## config.mk

```make
export PLATFORM = sky130hd
export DESIGN_NAME = phy_mode_config_regs
export DESIGN_NICKNAME = d
export VERILOG_FILES = /design/src/hw/phy_mode_cfg_pkg.sv /design/src/hw/phy_mode_config_regs.sv
export VERILOG_INCLUDE_DIRS = /design/src /design/src/hw
export SDC_FILE = /design/constraint.sdc
export NUM_CORES = 1
export LEC_CHECK = 0
export BUFFER_PORTS_ARGS = -buffer_cell sky130_fd_sc_hd__buf_2
export CAP_MARGIN = 10
export CELL_PAD_IN_SITES_DETAIL_PLACEMENT = 1
export CELL_PAD_IN_SITES_GLOBAL_PLACEMENT = 1
export CORE_MARGIN = 10
export CORE_UTILIZATION = 43
export DETAILED_ROUTE_END_ITERATION = 12
export PLACE_DENSITY = 0.81
export SLEW_MARGIN = 20
export SYNTH_ARGS = -nofsm -noshare
export SYNTH_HDL_FRONTEND = slang
export SYNTH_SLANG_ARGS = --single-unit
```

## constraint.sdc

```tcl
create_clock -name CLK -period 4.5 [get_ports CLK]
set_input_delay 0.45 -clock CLK [delete_from_list [all_inputs] [get_ports CLK]]
set_output_delay 0.45 -clock CLK [all_outputs]
set_load 0.01 [all_outputs]
```

## src/hw/phy_mode_cfg_defines.svh

```systemverilog
// offsets, field positions, reset values and timing counts of the port phy mode registers
//
// Behaviour
// - bit 13 of power/energy register enables energy-detect power-down; default zero.
// - read-only bit 1 shows line energy; clears after 256ms without energy.
// - energy bit survives soft reset; hardware reset forces it to one.
// - bits 7:5 of special config hold operating mode, read/write, strap default.
// - bits 4:0 hold management address; answer only there; seeds scrambler.
// - any written management address is accepted without uniqueness checking.
// - loader rewrites special config after reset release and on reload.
// - exempt fields reset on reset-control phy reset, keep on soft reset.
// - autonegotiation strap one gives default mode 111b.
// - autoneg strap zero: mode bit2 zero, bit1 speed strap, bit0 duplex strap.
// - all straps sampled and held when chip reset deasserts; held values are defaults.
// - default management address comes from the address-select strap.
// - codes 000 and 001 select 10 Mb/s half and full duplex, no autoneg.
// - code 010 is 100 Mb/s half duplex, carrier sense on transmit and receive.
// - code 011 is 100 Mb/s full duplex, carrier sense on receive only.
// - 110 powers down, 111 autonegotiates all abilities, 100/101 reserved.
`ifndef PHY_MODE_CFG_DEFINES_SVH
`define PHY_MODE_CFG_DEFINES_SVH

`define IDX_PWR_ENERGY     5'h11
`define IDX_SPECIAL_CFG    5'h12

`define EDPD_BIT           13
`define ENERGY_BIT         1
`define RSVD0_BIT          0
`define MODE_MSB           7
`define MODE_LSB           5
`define ADDR_MSB           4
`define ADDR_LSB           0

`define EDPD_RST           1'b0
`define ENERGY_RST         1'b1
`define RSVD0_RST          1'b0
`define MODE_RST           3'h7
`define MODE_AUTONEG       3'h7
`define ADDR_SEL0          5'h01
`define ADDR_SEL1          5'h02

`define CLK_FREQ_KHZ       25000
`define ENERGY_TIMEOUT_MS  256
`define ENERGY_TIMEOUT_CYC (`ENERGY_TIMEOUT_MS * `CLK_FREQ_KHZ)

`endif

```

## src/hw/phy_mode_cfg_pkg.sv

```systemverilog
// types of the port phy mode registers
package phy_mode_cfg_pkg;

  typedef enum logic [2:0]
  {
    MODE_10_HD     = 3'b000,
    MODE_10_FD     = 3'b001,
    MODE_100_HD    = 3'b010,
    MODE_100_FD    = 3'b011,
    MODE_RSVD_A    = 3'b100,
    MODE_RSVD_B    = 3'b101,
    MODE_PWR_DOWN  = 3'b110,
    MODE_ALL_CAP   = 3'b111
  } phy_mode_type;

endpackage

```

## src/hw/phy_mode_config_regs.sv

```systemverilog
// port phy mode control/status and special configuration registers
`timescale 1ns/100ps
`default_nettype none
`include "phy_mode_cfg_defines.svh"

module phy_mode_config_regs
  import phy_mode_cfg_pkg::*;
#(
  parameter int ENERGY_TIMEOUT_CYC = `ENERGY_TIMEOUT_CYC
)
(
  // clock and chip-level reset
  input  wire logic        CLK,
  input  wire logic        RESET_N,
  // management access
  input  wire logic [4:0]  MGMT_PHY_ADDR,
  input  wire logic [4:0]  MGMT_REG_IDX,
  input  wire logic        MGMT_WR,
  input  wire logic        MGMT_RD,
  input  wire logic [15:0] MGMT_WDATA,
  output var  logic [15:0] MGMT_RDATA,
  output var  logic        MGMT_RD_VALID,
  output logic             MGMT_ADDR_MATCH,
  // eeprom loader
  output var  logic        LOADER_REQ,
  input  wire logic        LOADER_WR,
  input  wire logic [15:0] LOADER_WDATA,
  input  wire logic        RELOAD_CMD,
  // phy resets
  input  wire logic        PHY_RST_CTL,
  input  wire logic        PHY_SOFT_RST,
  // configuration straps
  input  wire logic        AUTONEG_STRAP,
  input  wire logic        SPEED_STRAP,
  input  wire logic        DUPLEX_STRAP,
  input  wire logic        ADDR_SEL_STRAP,
  // line
  input  wire logic        LINE_ENERGY,
  // phy configuration
  output var  logic        EDPD_EN,
  output var  logic        LINE_ENERGY_PRESENT,
  output var  logic        SPEED_100,
  output var  logic        FULL_DUPLEX,
  output var  logic        AUTONEG_EN,
  output var  logic        POWER_DOWN,
  output var  logic        CRS_ON_TX,
  output var  logic        MODE_RESERVED,
  output var  logic [4:0]  SCRAMBLER_SEED
);

  localparam int CW = $clog2(ENERGY_TIMEOUT_CYC + 1);

  // strap-derived default mode
  function automatic logic [2:0] default_mode
  (
    input logic an,
    input logic sp,
    input logic dp
  );
    return an ? `MODE_AUTONEG : {1'b0, sp, dp};
  endfunction

  // strap-derived default address
  function automatic logic [4:0] default_addr
  (
    input logic sel
  );
    return sel ? `ADDR_SEL1 : `ADDR_SEL0;
  endfunction

  logic          taken_ff;
  logic          an_strap_ff;
  logic          sp_strap_ff;
  logic          dp_strap_ff;
  logic          as_strap_ff;
  logic          edpd_ff;
  logic          nxt_edpd;
  logic          rsvd0_ff;
  logic          nxt_rsvd0;
  logic          energy_ff;
  logic          nxt_energy;
  logic [CW-1:0] quiet_cnt_ff;
  logic [CW-1:0] nxt_quiet_cnt;
  logic [2:0]    mode_ff;
  logic [2:0]    nxt_mode;
  logic [4:0]    addr_ff;
  logic [4:0]    nxt_addr;
  logic [15:0]   rdata_ff;
  logic          rd_valid_ff;
  logic          load_req_ff;

  wire           first_cycle;
  wire           addr_hit;
  wire           sel_pwr;
  wire           sel_cfg;
  wire           wr_pwr;
  wire           wr_cfg;
  wire           rd_any;
  wire           quiet_done;
  wire [2:0]     held_mode;
  wire [4:0]     held_addr;
  wire [15:0]    pwr_word;
  wire [15:0]    cfg_word;
  wire [15:0]    rd_word;
  phy_mode_type  mode_sel;

  // straps settle during reset; the first clock after release takes them
  assign first_cycle = !taken_ff;

  // the phy ignores everything not sent to its own address
  assign addr_hit = taken_ff && (MGMT_PHY_ADDR == addr_ff);
  assign MGMT_ADDR_MATCH = addr_hit;

  assign sel_pwr = addr_hit && (MGMT_REG_IDX == `IDX_PWR_ENERGY);
  assign sel_cfg = addr_hit && (MGMT_REG_IDX == `IDX_SPECIAL_CFG);
  assign wr_pwr  = MGMT_WR && sel_pwr;
  assign wr_cfg  = MGMT_WR && sel_cfg;
  assign rd_any  = MGMT_RD && (sel_pwr || sel_cfg);

  assign held_mode = default_mode(an_strap_ff, sp_strap_ff, dp_strap_ff);
  assign held_addr = default_addr(as_strap_ff);

  // reserved read-only positions are constant zero
  assign pwr_word = {2'h0, edpd_ff, 11'h000, energy_ff, rsvd0_ff};
  assign cfg_word = {8'h00, mode_ff, addr_ff};
  assign rd_word  = sel_pwr ? pwr_word : cfg_word;

  assign quiet_done = (quiet_cnt_ff == CW'(ENERGY_TIMEOUT_CYC - 1));

  // strap capture at reset release
  always_ff @(posedge CLK or negedge RESET_N)
  begin
    if (!RESET_N)
    begin
      taken_ff    <= 1'b0;
      an_strap_ff <= 1'b0;
      sp_strap_ff <= 1'b0;
      dp_strap_ff <= 1'b0;
      as_strap_ff <= 1'b0;
    end
    else if (first_cycle)
    begin
      taken_ff    <= 1'b1;
      an_strap_ff <= AUTONEG_STRAP;
      sp_strap_ff <= SPEED_STRAP;
      dp_strap_ff <= DUPLEX_STRAP;
      as_strap_ff <= ADDR_SEL_STRAP;
    end
  end

  // power and energy control: not exempt, so soft reset clears it
  always_comb
  begin
    nxt_edpd  = edpd_ff;
    nxt_rsvd0 = rsvd0_ff;
    if (PHY_RST_CTL || PHY_SOFT_RST)
    begin
      nxt_edpd  = `EDPD_RST;
      nxt_rsvd0 = `RSVD0_RST;
    end
    else if (wr_pwr)
    begin
      nxt_edpd  = MGMT_WDATA[`EDPD_BIT];
      nxt_rsvd0 = MGMT_WDATA[`RSVD0_BIT];
    end
  end

  // energy presence; the soft reset does not touch it
  always_comb
  begin
    nxt_energy    = energy_ff;
    nxt_quiet_cnt = quiet_cnt_ff;
    if (PHY_RST_CTL)
    begin
      nxt_energy    = `ENERGY_RST;
      nxt_quiet_cnt = '0;
    end
    else if (LINE_ENERGY)
    begin
      nxt_energy    = 1'b1;
      nxt_quiet_cnt = '0;
    end
    else if (energy_ff)
    begin
      if (quiet_done)
      begin
        nxt_energy    = 1'b0;
        nxt_quiet_cnt = '0;
      end
      else
      begin
        nxt_quiet_cnt = quiet_cnt_ff + CW'(1);
      end
    end
  end

  // exempt fields: loader beats host, phy reset beats both
  always_comb
  begin
    nxt_mode = mode_ff;
    nxt_addr = addr_ff;
    if (first_cycle)
    begin
      nxt_mode = default_mode(AUTONEG_STRAP, SPEED_STRAP, DUPLEX_STRAP);
      nxt_addr = default_addr(ADDR_SEL_STRAP);
    end
    else if (PHY_RST_CTL)
    begin
      nxt_mode = held_mode;
      nxt_addr = held_addr;
    end
    else if (LOADER_WR)
    begin
      nxt_mode = LOADER_WDATA[`MODE_MSB:`MODE_LSB];
      nxt_addr = LOADER_WDATA[`ADDR_MSB:`ADDR_LSB];
    end
    else if (wr_cfg)
    begin
      nxt_mode = MGMT_WDATA[`MODE_MSB:`MODE_LSB];
      // no clash check against the other phys; keeping them apart is up to software
      nxt_addr = MGMT_WDATA[`ADDR_MSB:`ADDR_LSB];
    end
  end

  always_ff @(posedge CLK or negedge RESET_N)
  begin
    if (!RESET_N)
    begin
      edpd_ff      <= `EDPD_RST;
      rsvd0_ff     <= `RSVD0_RST;
      energy_ff    <= `ENERGY_RST;
      quiet_cnt_ff <= '0;
      mode_ff      <= `MODE_RST;
      addr_ff      <= `ADDR_SEL0;
    end
    else
    begin
      edpd_ff      <= nxt_edpd;
      rsvd0_ff     <= nxt_rsvd0;
      energy_ff    <= nxt_energy;
      quiet_cnt_ff <= nxt_quiet_cnt;
      mode_ff      <= nxt_mode;
      addr_ff      <= nxt_addr;
    end
  end

  assign LOADER_REQ = load_req_ff;

  // read answer and loader request, each one cycle after its cause
  always_ff @(posedge CLK or negedge RESET_N)
  begin
    if (!RESET_N)
    begin
      rdata_ff    <= 16'h0000;
      rd_valid_ff <= 1'b0;
      load_req_ff <= 1'b0;
    end
    else
    begin
      rd_valid_ff <= rd_any;
      load_req_ff <= first_cycle || RELOAD_CMD;
      if (rd_any)
      begin
        rdata_ff <= rd_word;
      end
    end
  end

  assign MGMT_RDATA    = rdata_ff;
  assign MGMT_RD_VALID = rd_valid_ff;

  // operating mode decode
  assign mode_sel = phy_mode_type'(mode_ff);

  logic nxt_speed;
  logic nxt_duplex;
  logic nxt_autoneg;
  logic nxt_pdown;
  logic nxt_crs_tx;
  logic nxt_rsvd_mode;

  always_comb
  begin
    nxt_speed     = 1'b0;
    nxt_duplex    = 1'b0;
    nxt_autoneg   = 1'b0;
    nxt_pdown     = 1'b0;
    nxt_crs_tx    = 1'b0;
    nxt_rsvd_mode = 1'b0;
    unique case (mode_sel)
      MODE_10_HD:
      begin
        nxt_crs_tx = 1'b1;
      end
      MODE_10_FD:
      begin
        nxt_duplex = 1'b1;
      end
      MODE_100_HD:
      begin
        nxt_speed  = 1'b1;
        nxt_crs_tx = 1'b1;
      end
      MODE_100_FD:
      begin
        nxt_speed  = 1'b1;
        nxt_duplex = 1'b1;
      end
      MODE_RSVD_A,
      MODE_RSVD_B:
      begin
        nxt_rsvd_mode = 1'b1;
      end
      MODE_PWR_DOWN:
      begin
        nxt_pdown = 1'b1;
      end
      MODE_ALL_CAP:
      begin
        // advertising everything; speed and duplex follow the negotiation
        nxt_autoneg = 1'b1;
      end
    endcase
  end

  // mode decode outputs cleared to zero by reset, not to the power-up mode's decode, then registered one cycle after the decode
  always_ff @(posedge CLK or negedge RESET_N)
  begin
    if (!RESET_N)
    begin
      SPEED_100      <= 1'b0;
      FULL_DUPLEX    <= 1'b0;
      AUTONEG_EN     <= 1'b0;
      POWER_DOWN     <= 1'b0;
      CRS_ON_TX      <= 1'b0;
      MODE_RESERVED  <= 1'b0;
      EDPD_EN        <= `EDPD_RST;
      LINE_ENERGY_PRESENT <= `ENERGY_RST;
      SCRAMBLER_SEED <= `ADDR_SEL0;
    end
    else
    begin
      SPEED_100      <= nxt_speed;
      FULL_DUPLEX    <= nxt_duplex;
      AUTONEG_EN     <= nxt_autoneg;
      POWER_DOWN     <= nxt_pdown;
      CRS_ON_TX      <= nxt_crs_tx;
      MODE_RESERVED  <= nxt_rsvd_mode;
      EDPD_EN        <= edpd_ff;
      LINE_ENERGY_PRESENT <= energy_ff;
      SCRAMBLER_SEED <= addr_ff;
    end
  end

endmodule // phy_mode_config_regs

`default_nettype wire

```

* Word-level counts from Yosys, hierarchy flattened
Cells that the tools add are included.
** Storage, ports and cells
- Output and inout bits :: 32
- Flip-flop bits (word level) :: 70
- Word-level logic and storage cells :: 84
- Input port bits :: 55
** Operators by class
- Multiplexer cells :: 31
- Equality and inequality tests :: 12
- Add/sub/neg operators :: 1
- Reduce and logical (&&, ||, !) cells :: 17
** Operators by type and width (count)
- 23-bit 2-to-1 mux :: 4
- 23-bit by 1-bit adder with 23-bit output, second input constant :: 1
- 23-bit equality test, second input constant :: 1
- 5-bit 2-to-1 mux :: 4
- 3-bit 2-to-1 mux :: 6
- 1-bit 2-to-1 mux :: 14
- 14-bit 2-to-1 mux :: 1
- 3-bit equality test, second input constant :: 4
- 5-bit equality test, second input constant :: 2
- 2-bit OR reduction :: 4
- 3-bit by 2-bit equality test with 1-bit output, second input constant :: 2
- 1-bit logical AND :: 6
- 5-bit equality test :: 1
- 2-bit 2-to-1 mux :: 2
- 4-bit by 3-bit inequality test with 1-bit output, second input constant :: 1
- 3-bit by 1-bit equality test with 1-bit output, second input constant :: 1
- 3-bit zero test :: 1
- 1-bit logical OR :: 3
- 3-bit nonzero test :: 1
- 2-bit nonzero test :: 1
- 1-bit zero test :: 1

* Longest topological paths before layout
- Depth in word-level cells :: 8
- Gate-level depth with buffers :: 7
- Depth with buffers taken out :: 6

* Worst setup path before layout
No wires, ideal clock.
- Path kind :: register to register
- Start point :: register addr_ff[0]
- End point :: register addr_ff[1]
- Data arrival time :: 1.842 ns
- Cell stages (with the launch flop) :: 5
- Setup slack :: 2.533 ns
- Path buffers :: 0
- Required time :: 4.375 ns
- Setup time :: 0.125 ns
- Clock period less this slack :: 1.967 ns
- Path through :: dfstp_2 xnor2_1 nand4_1 o311ai_1 mux2_2
** On the way
- Cells in the longest elaborated chain, start to end :: 5
** Ends and longest elaborated chain
- start, declared :: line phy_mode_config_regs.sv:86 : logic [4:0] addr_ff;
- start signal, assigned :: line phy_mode_config_regs.sv:234 : addr_ff <= `ADDR_SEL0;
- start signal, assigned :: line phy_mode_config_regs.sv:243 : addr_ff <= nxt_addr;
- 5-bit equality test :: line phy_mode_config_regs.sv:111 : assign addr_hit = taken_ff && (MGMT_PHY_ADDR == addr_ff);
- 1-bit logical AND :: line phy_mode_config_regs.sv:111
- 1-bit logical AND :: line phy_mode_config_regs.sv:115 : assign sel_cfg = addr_hit && (MGMT_REG_IDX == `IDX_SPECIAL_CFG);
- 1-bit logical AND :: line phy_mode_config_regs.sv:117 : assign wr_cfg = MGMT_WR && sel_cfg;
- 4-bit by 3-bit inequality test with 1-bit output (no line)
Every way passes these cells.
A chain may end at the register's enable or synchronous reset.

* Final worst setup path
- Start point :: register addr_ff[0]
- End point :: register rdata_ff[5], in the netlist MGMT_RDATA[5]
** On the way
- Cells in the longest elaborated chain, start to end :: 5
- Elaborated cells on any way between the ends :: 7
- Classes of those cells :: 1 x eq/ne; 1 x mux; 5 x reduce/logical
** Ends and longest elaborated chain
- 5-bit equality test (*) :: line phy_mode_config_regs.sv:111
- 1-bit logical AND (*) :: line phy_mode_config_regs.sv:111
- 1-bit logical AND (on tied branches) :: line phy_mode_config_regs.sv:114, phy_mode_config_regs.sv:115
- 1-bit logical OR :: line phy_mode_config_regs.sv:118 : assign rd_any = MGMT_RD && (sel_pwr || sel_cfg);
- 1-bit logical AND :: line phy_mode_config_regs.sv:118
- end signal, assigned :: line phy_mode_config_regs.sv:264 : rdata_ff <= rd_word;
- end, declared :: line phy_mode_config_regs.sv:88 : logic [15:0] rdata_ff;
Mark *: on every way between the ends. The rest lies on a longest branch, timed or not.

==> reports/metrics.yaml <==
worst_setup_path:
  start_kind: "register"
  crit_type: "register to register"
  cp.depth: 5
  required_ps: 4730
  path_cells: "xnor2_1 > nand4_1 > nor3b_1 > nor2_1 > a22o_1"
  path_delay_family: "simple AND/OR/NAND/NOR gates"
  cp.arrival_ps: 2760
  crit_fanout: 6
  path_buf_inv: 0
  worstSetupEndpointType: "register"
  crit_slowest_cell: "nor3b_1"
  reg2reg_depth: 5
  critPathMaxStageDelay_ps: 830
sta:
  finalMaxSlewViolations: 0
  slew_headroom_pct: 35.5
  tns_ps: 0
  fin_ws_ps: 1970
  rsz0062_at_grt: "no"
  tightest_slew_ps: 952
  finClkSkew_ps: 9.73
  hold_viol: 0
  final.min_clock_period_ps: 2530
  fin_hold_ws_ps: 281
  fmax_mhz: 395
  setup_violations: 0
  fin_crit_sh_pct: 56.3
global_routing:
  grt_overflow: 0
  grt_pass1_vias: 2837
  grt_use_total_pct: 16.3
  antenna_found_initial: 0
  grt_max_degree: 64
  grt_pass1_wl_mm: 14.6
clocking:
  post_cts_buffers: 0
  clk_latency_ps: 340
  cts_hold_buf: 0
  cts_buffer_depth: 2
  cts-root-buf: "clkbuf_8"
  cts_tree: "yes"
  clock_sinks: 63
  h-tree-depth: 3
  post_cts_resized: 0
  clk_pin_slew_ps: 70
  cts_buffers: 9
detailed_routing:
  drt-initial-drc-count: 70
  met2_length_mm: 4.70
  avgViaCountPerCell: 5.57
  wl_met1_mm: 3.68
  wirelength_mm: 8.92
  vias: 2605
  ant_nets: 0
  wl_per_cell_um: 19.0
  remaining_drc_errors: 0
  dr_wl_met3_um: 430
  routed.top_layer: "met4"
  dr.pass1.iters: 4
synth:
  yosys_register_bits: 63
  syn_inst: 302
  synth_edf_count: 0
  yosysTopAreaCell: "dfrtp_1"
  synth_most_common_cell: "dfrtp_1"
  synthArstFlopShare_pct: 100
  yosysSeqAreaShare_pct: 51.0
  netlist-cell-type-count: 60
  synth_xor_xnor_area_share_pct: 2.82
  synth_top_family_by_area: "simple AND/OR/NAND/NOR gates"
  synth_compound_area_share_pct: 14.0
  synthTopCellsByCount: "dfrtp_1, nand2_1, nor2_1"
  synth-main-ff-cell: "dfrtp_1"
  synth-adder-area-share_pct: 0.403
  synth_area_um2: 3110
  synth_area_leaders: "dfrtp_1, dfstp_2, nand2_1"
  syn_area_per_cell_um2: 10.3
  synth_warnings: 0
  synth_top_area_share_pct: 45.1
  synth-simple-area-share_pct: 20.2
  synthMuxAreaShare_pct: 6.88
placement:
  place_area_um2: 3470
  dp_hpwl_mm: 6.43
  numPortBuffers: 64
  routabilityCongestion: 0.836
  dp_cells: 452
  post-place-ws_ps: 1990
power:
  p_total_mw: 1.21
  switchingPower_mw: 0.300
  ir_worst_vdd_v: 0.000168
  seqPwrFrac_pct: 50.5
  internal-power_mw: 0.912
  power_frac_comb_pct: 9.1
  p_clk_share_pct: 40.3
  power_density_nw_per_um2: 331
  leakage_nw: 1.70
  swShare_pct: 24.8
final_layout:
  layout-drive-gt1-share_pct: 28.8
  final_util_pct: 53.0
  syn2layout_area_growth_pct: 17.9
  final_area_um2: 3660
  nets: 423
  antenna_cells: 0
  fin_cells: 468
floorplanning:
  die_h_um: 105
  die_x_um: 105
  die_area_um2: 11000
  start_util_pct: 45.0
  rows: 30
  io_pins: 87
  coreArea_um2: 6910
job:
  cap_viol_max_count: 0
outcome:
  outcome: "completed"
worst_hold_path:
  min_path_type: "input pin to async pin"
[per-layer routing]
| layer | vias to the layer above | track usage [%] |
|---|---|---|
| met2 | 47 | 29.2 |
| met5 | - | 0 |
| met4 | 0 | 4.80 |
| met1 | 1330 | 17.8 |
| met3 | 9 | 5.28 |
| li1 | 1219 | - |
[final timing paths]
kind | startpoint | end | slack [ps]
setup / recovery | addr_ff[0] | MGMT_RDATA[5] | 1970
hold / removal | RESET_N | edpd_ff | 280
setup reg to reg | addr_ff[0] | MGMT_RDATA[5] | 1970
hold reg to reg | addr_ff[0] | SCRAMBLER_SEED[0] | 400
max in group asynchronous | RESET_N | FULL_DUPLEX | 3690
min in group CLK | RELOAD_CMD | LOADER_REQ | 300
[layout by cell type, fill, tap and decap left out, types with 5 or more instances in the layout]
cell type	instances
a21oi_1	9
xor2_1	5
nand2_1	35
clkbuf_8	10
dfrtp_1	56
mux2i_1	9
nor3_1	6
buf_2	64
a22o_1	6
xnor2_1	5
nor2b_1	5
nand3_1	7
mux2_2	11
inv_1	8
o21ai_0	12
conb_1	8
nor2_1	24
nand4_1	8
dfstp_2	7
[state kept, by name (all words and copies together) (netlist names), 3 cells and up]
register,cells
mode_ff,3
quiet_cnt_ff,23
MGMT_RDATA,9
addr_ff,5
SCRAMBLER_SEED,5
[worst register-to-register path: cells and delay by family (launching register included)]
kind,cells,cell delay (ps)
compound gates,1,290
flops,1,580
xor+xnor,1,140
simple gates,3,1410
[power groups by stage]
stage | logic (mW) | registers (mW) | clock network [mW]
2_1_floorplan | 0.0573 | 0.623 | 0
3_3_place_gp | 0.107 | 0.622 | 0
5_1_grt | 0.124 | 0.616 | 0.523
6_report | 0.111 | 0.613 | 0.489
4_1_cts | 0.113 | 0.613 | 0.502
3_5_place_dp | 0.112 | 0.623 | 0
[cells by family (layout without fill, tap and decap cells)]
logic type | after synthesis | count (layout)
simple gates | 118 | 118
compound gates | 63 | 63
flops | 63 | 63
buf+inv | 25 | 89
mux | 20 | 20
xor+xnor | 10 | 10
other cells | 2 | 8
fa+ha+maj | 1 | 1
[area by class of cell]
class / count / area [µm²]
timing repair buffer: 65 / 328
clock inverter: 3 / 42.5
clock buffer: 13 / 149
fill: 838 / 3240
sequential: 63 / 1590
tap: 96 / 120
multi-input combinational: 220 / 1410
inverter: 8 / 30.0
(Power assumes the default switching activity.)
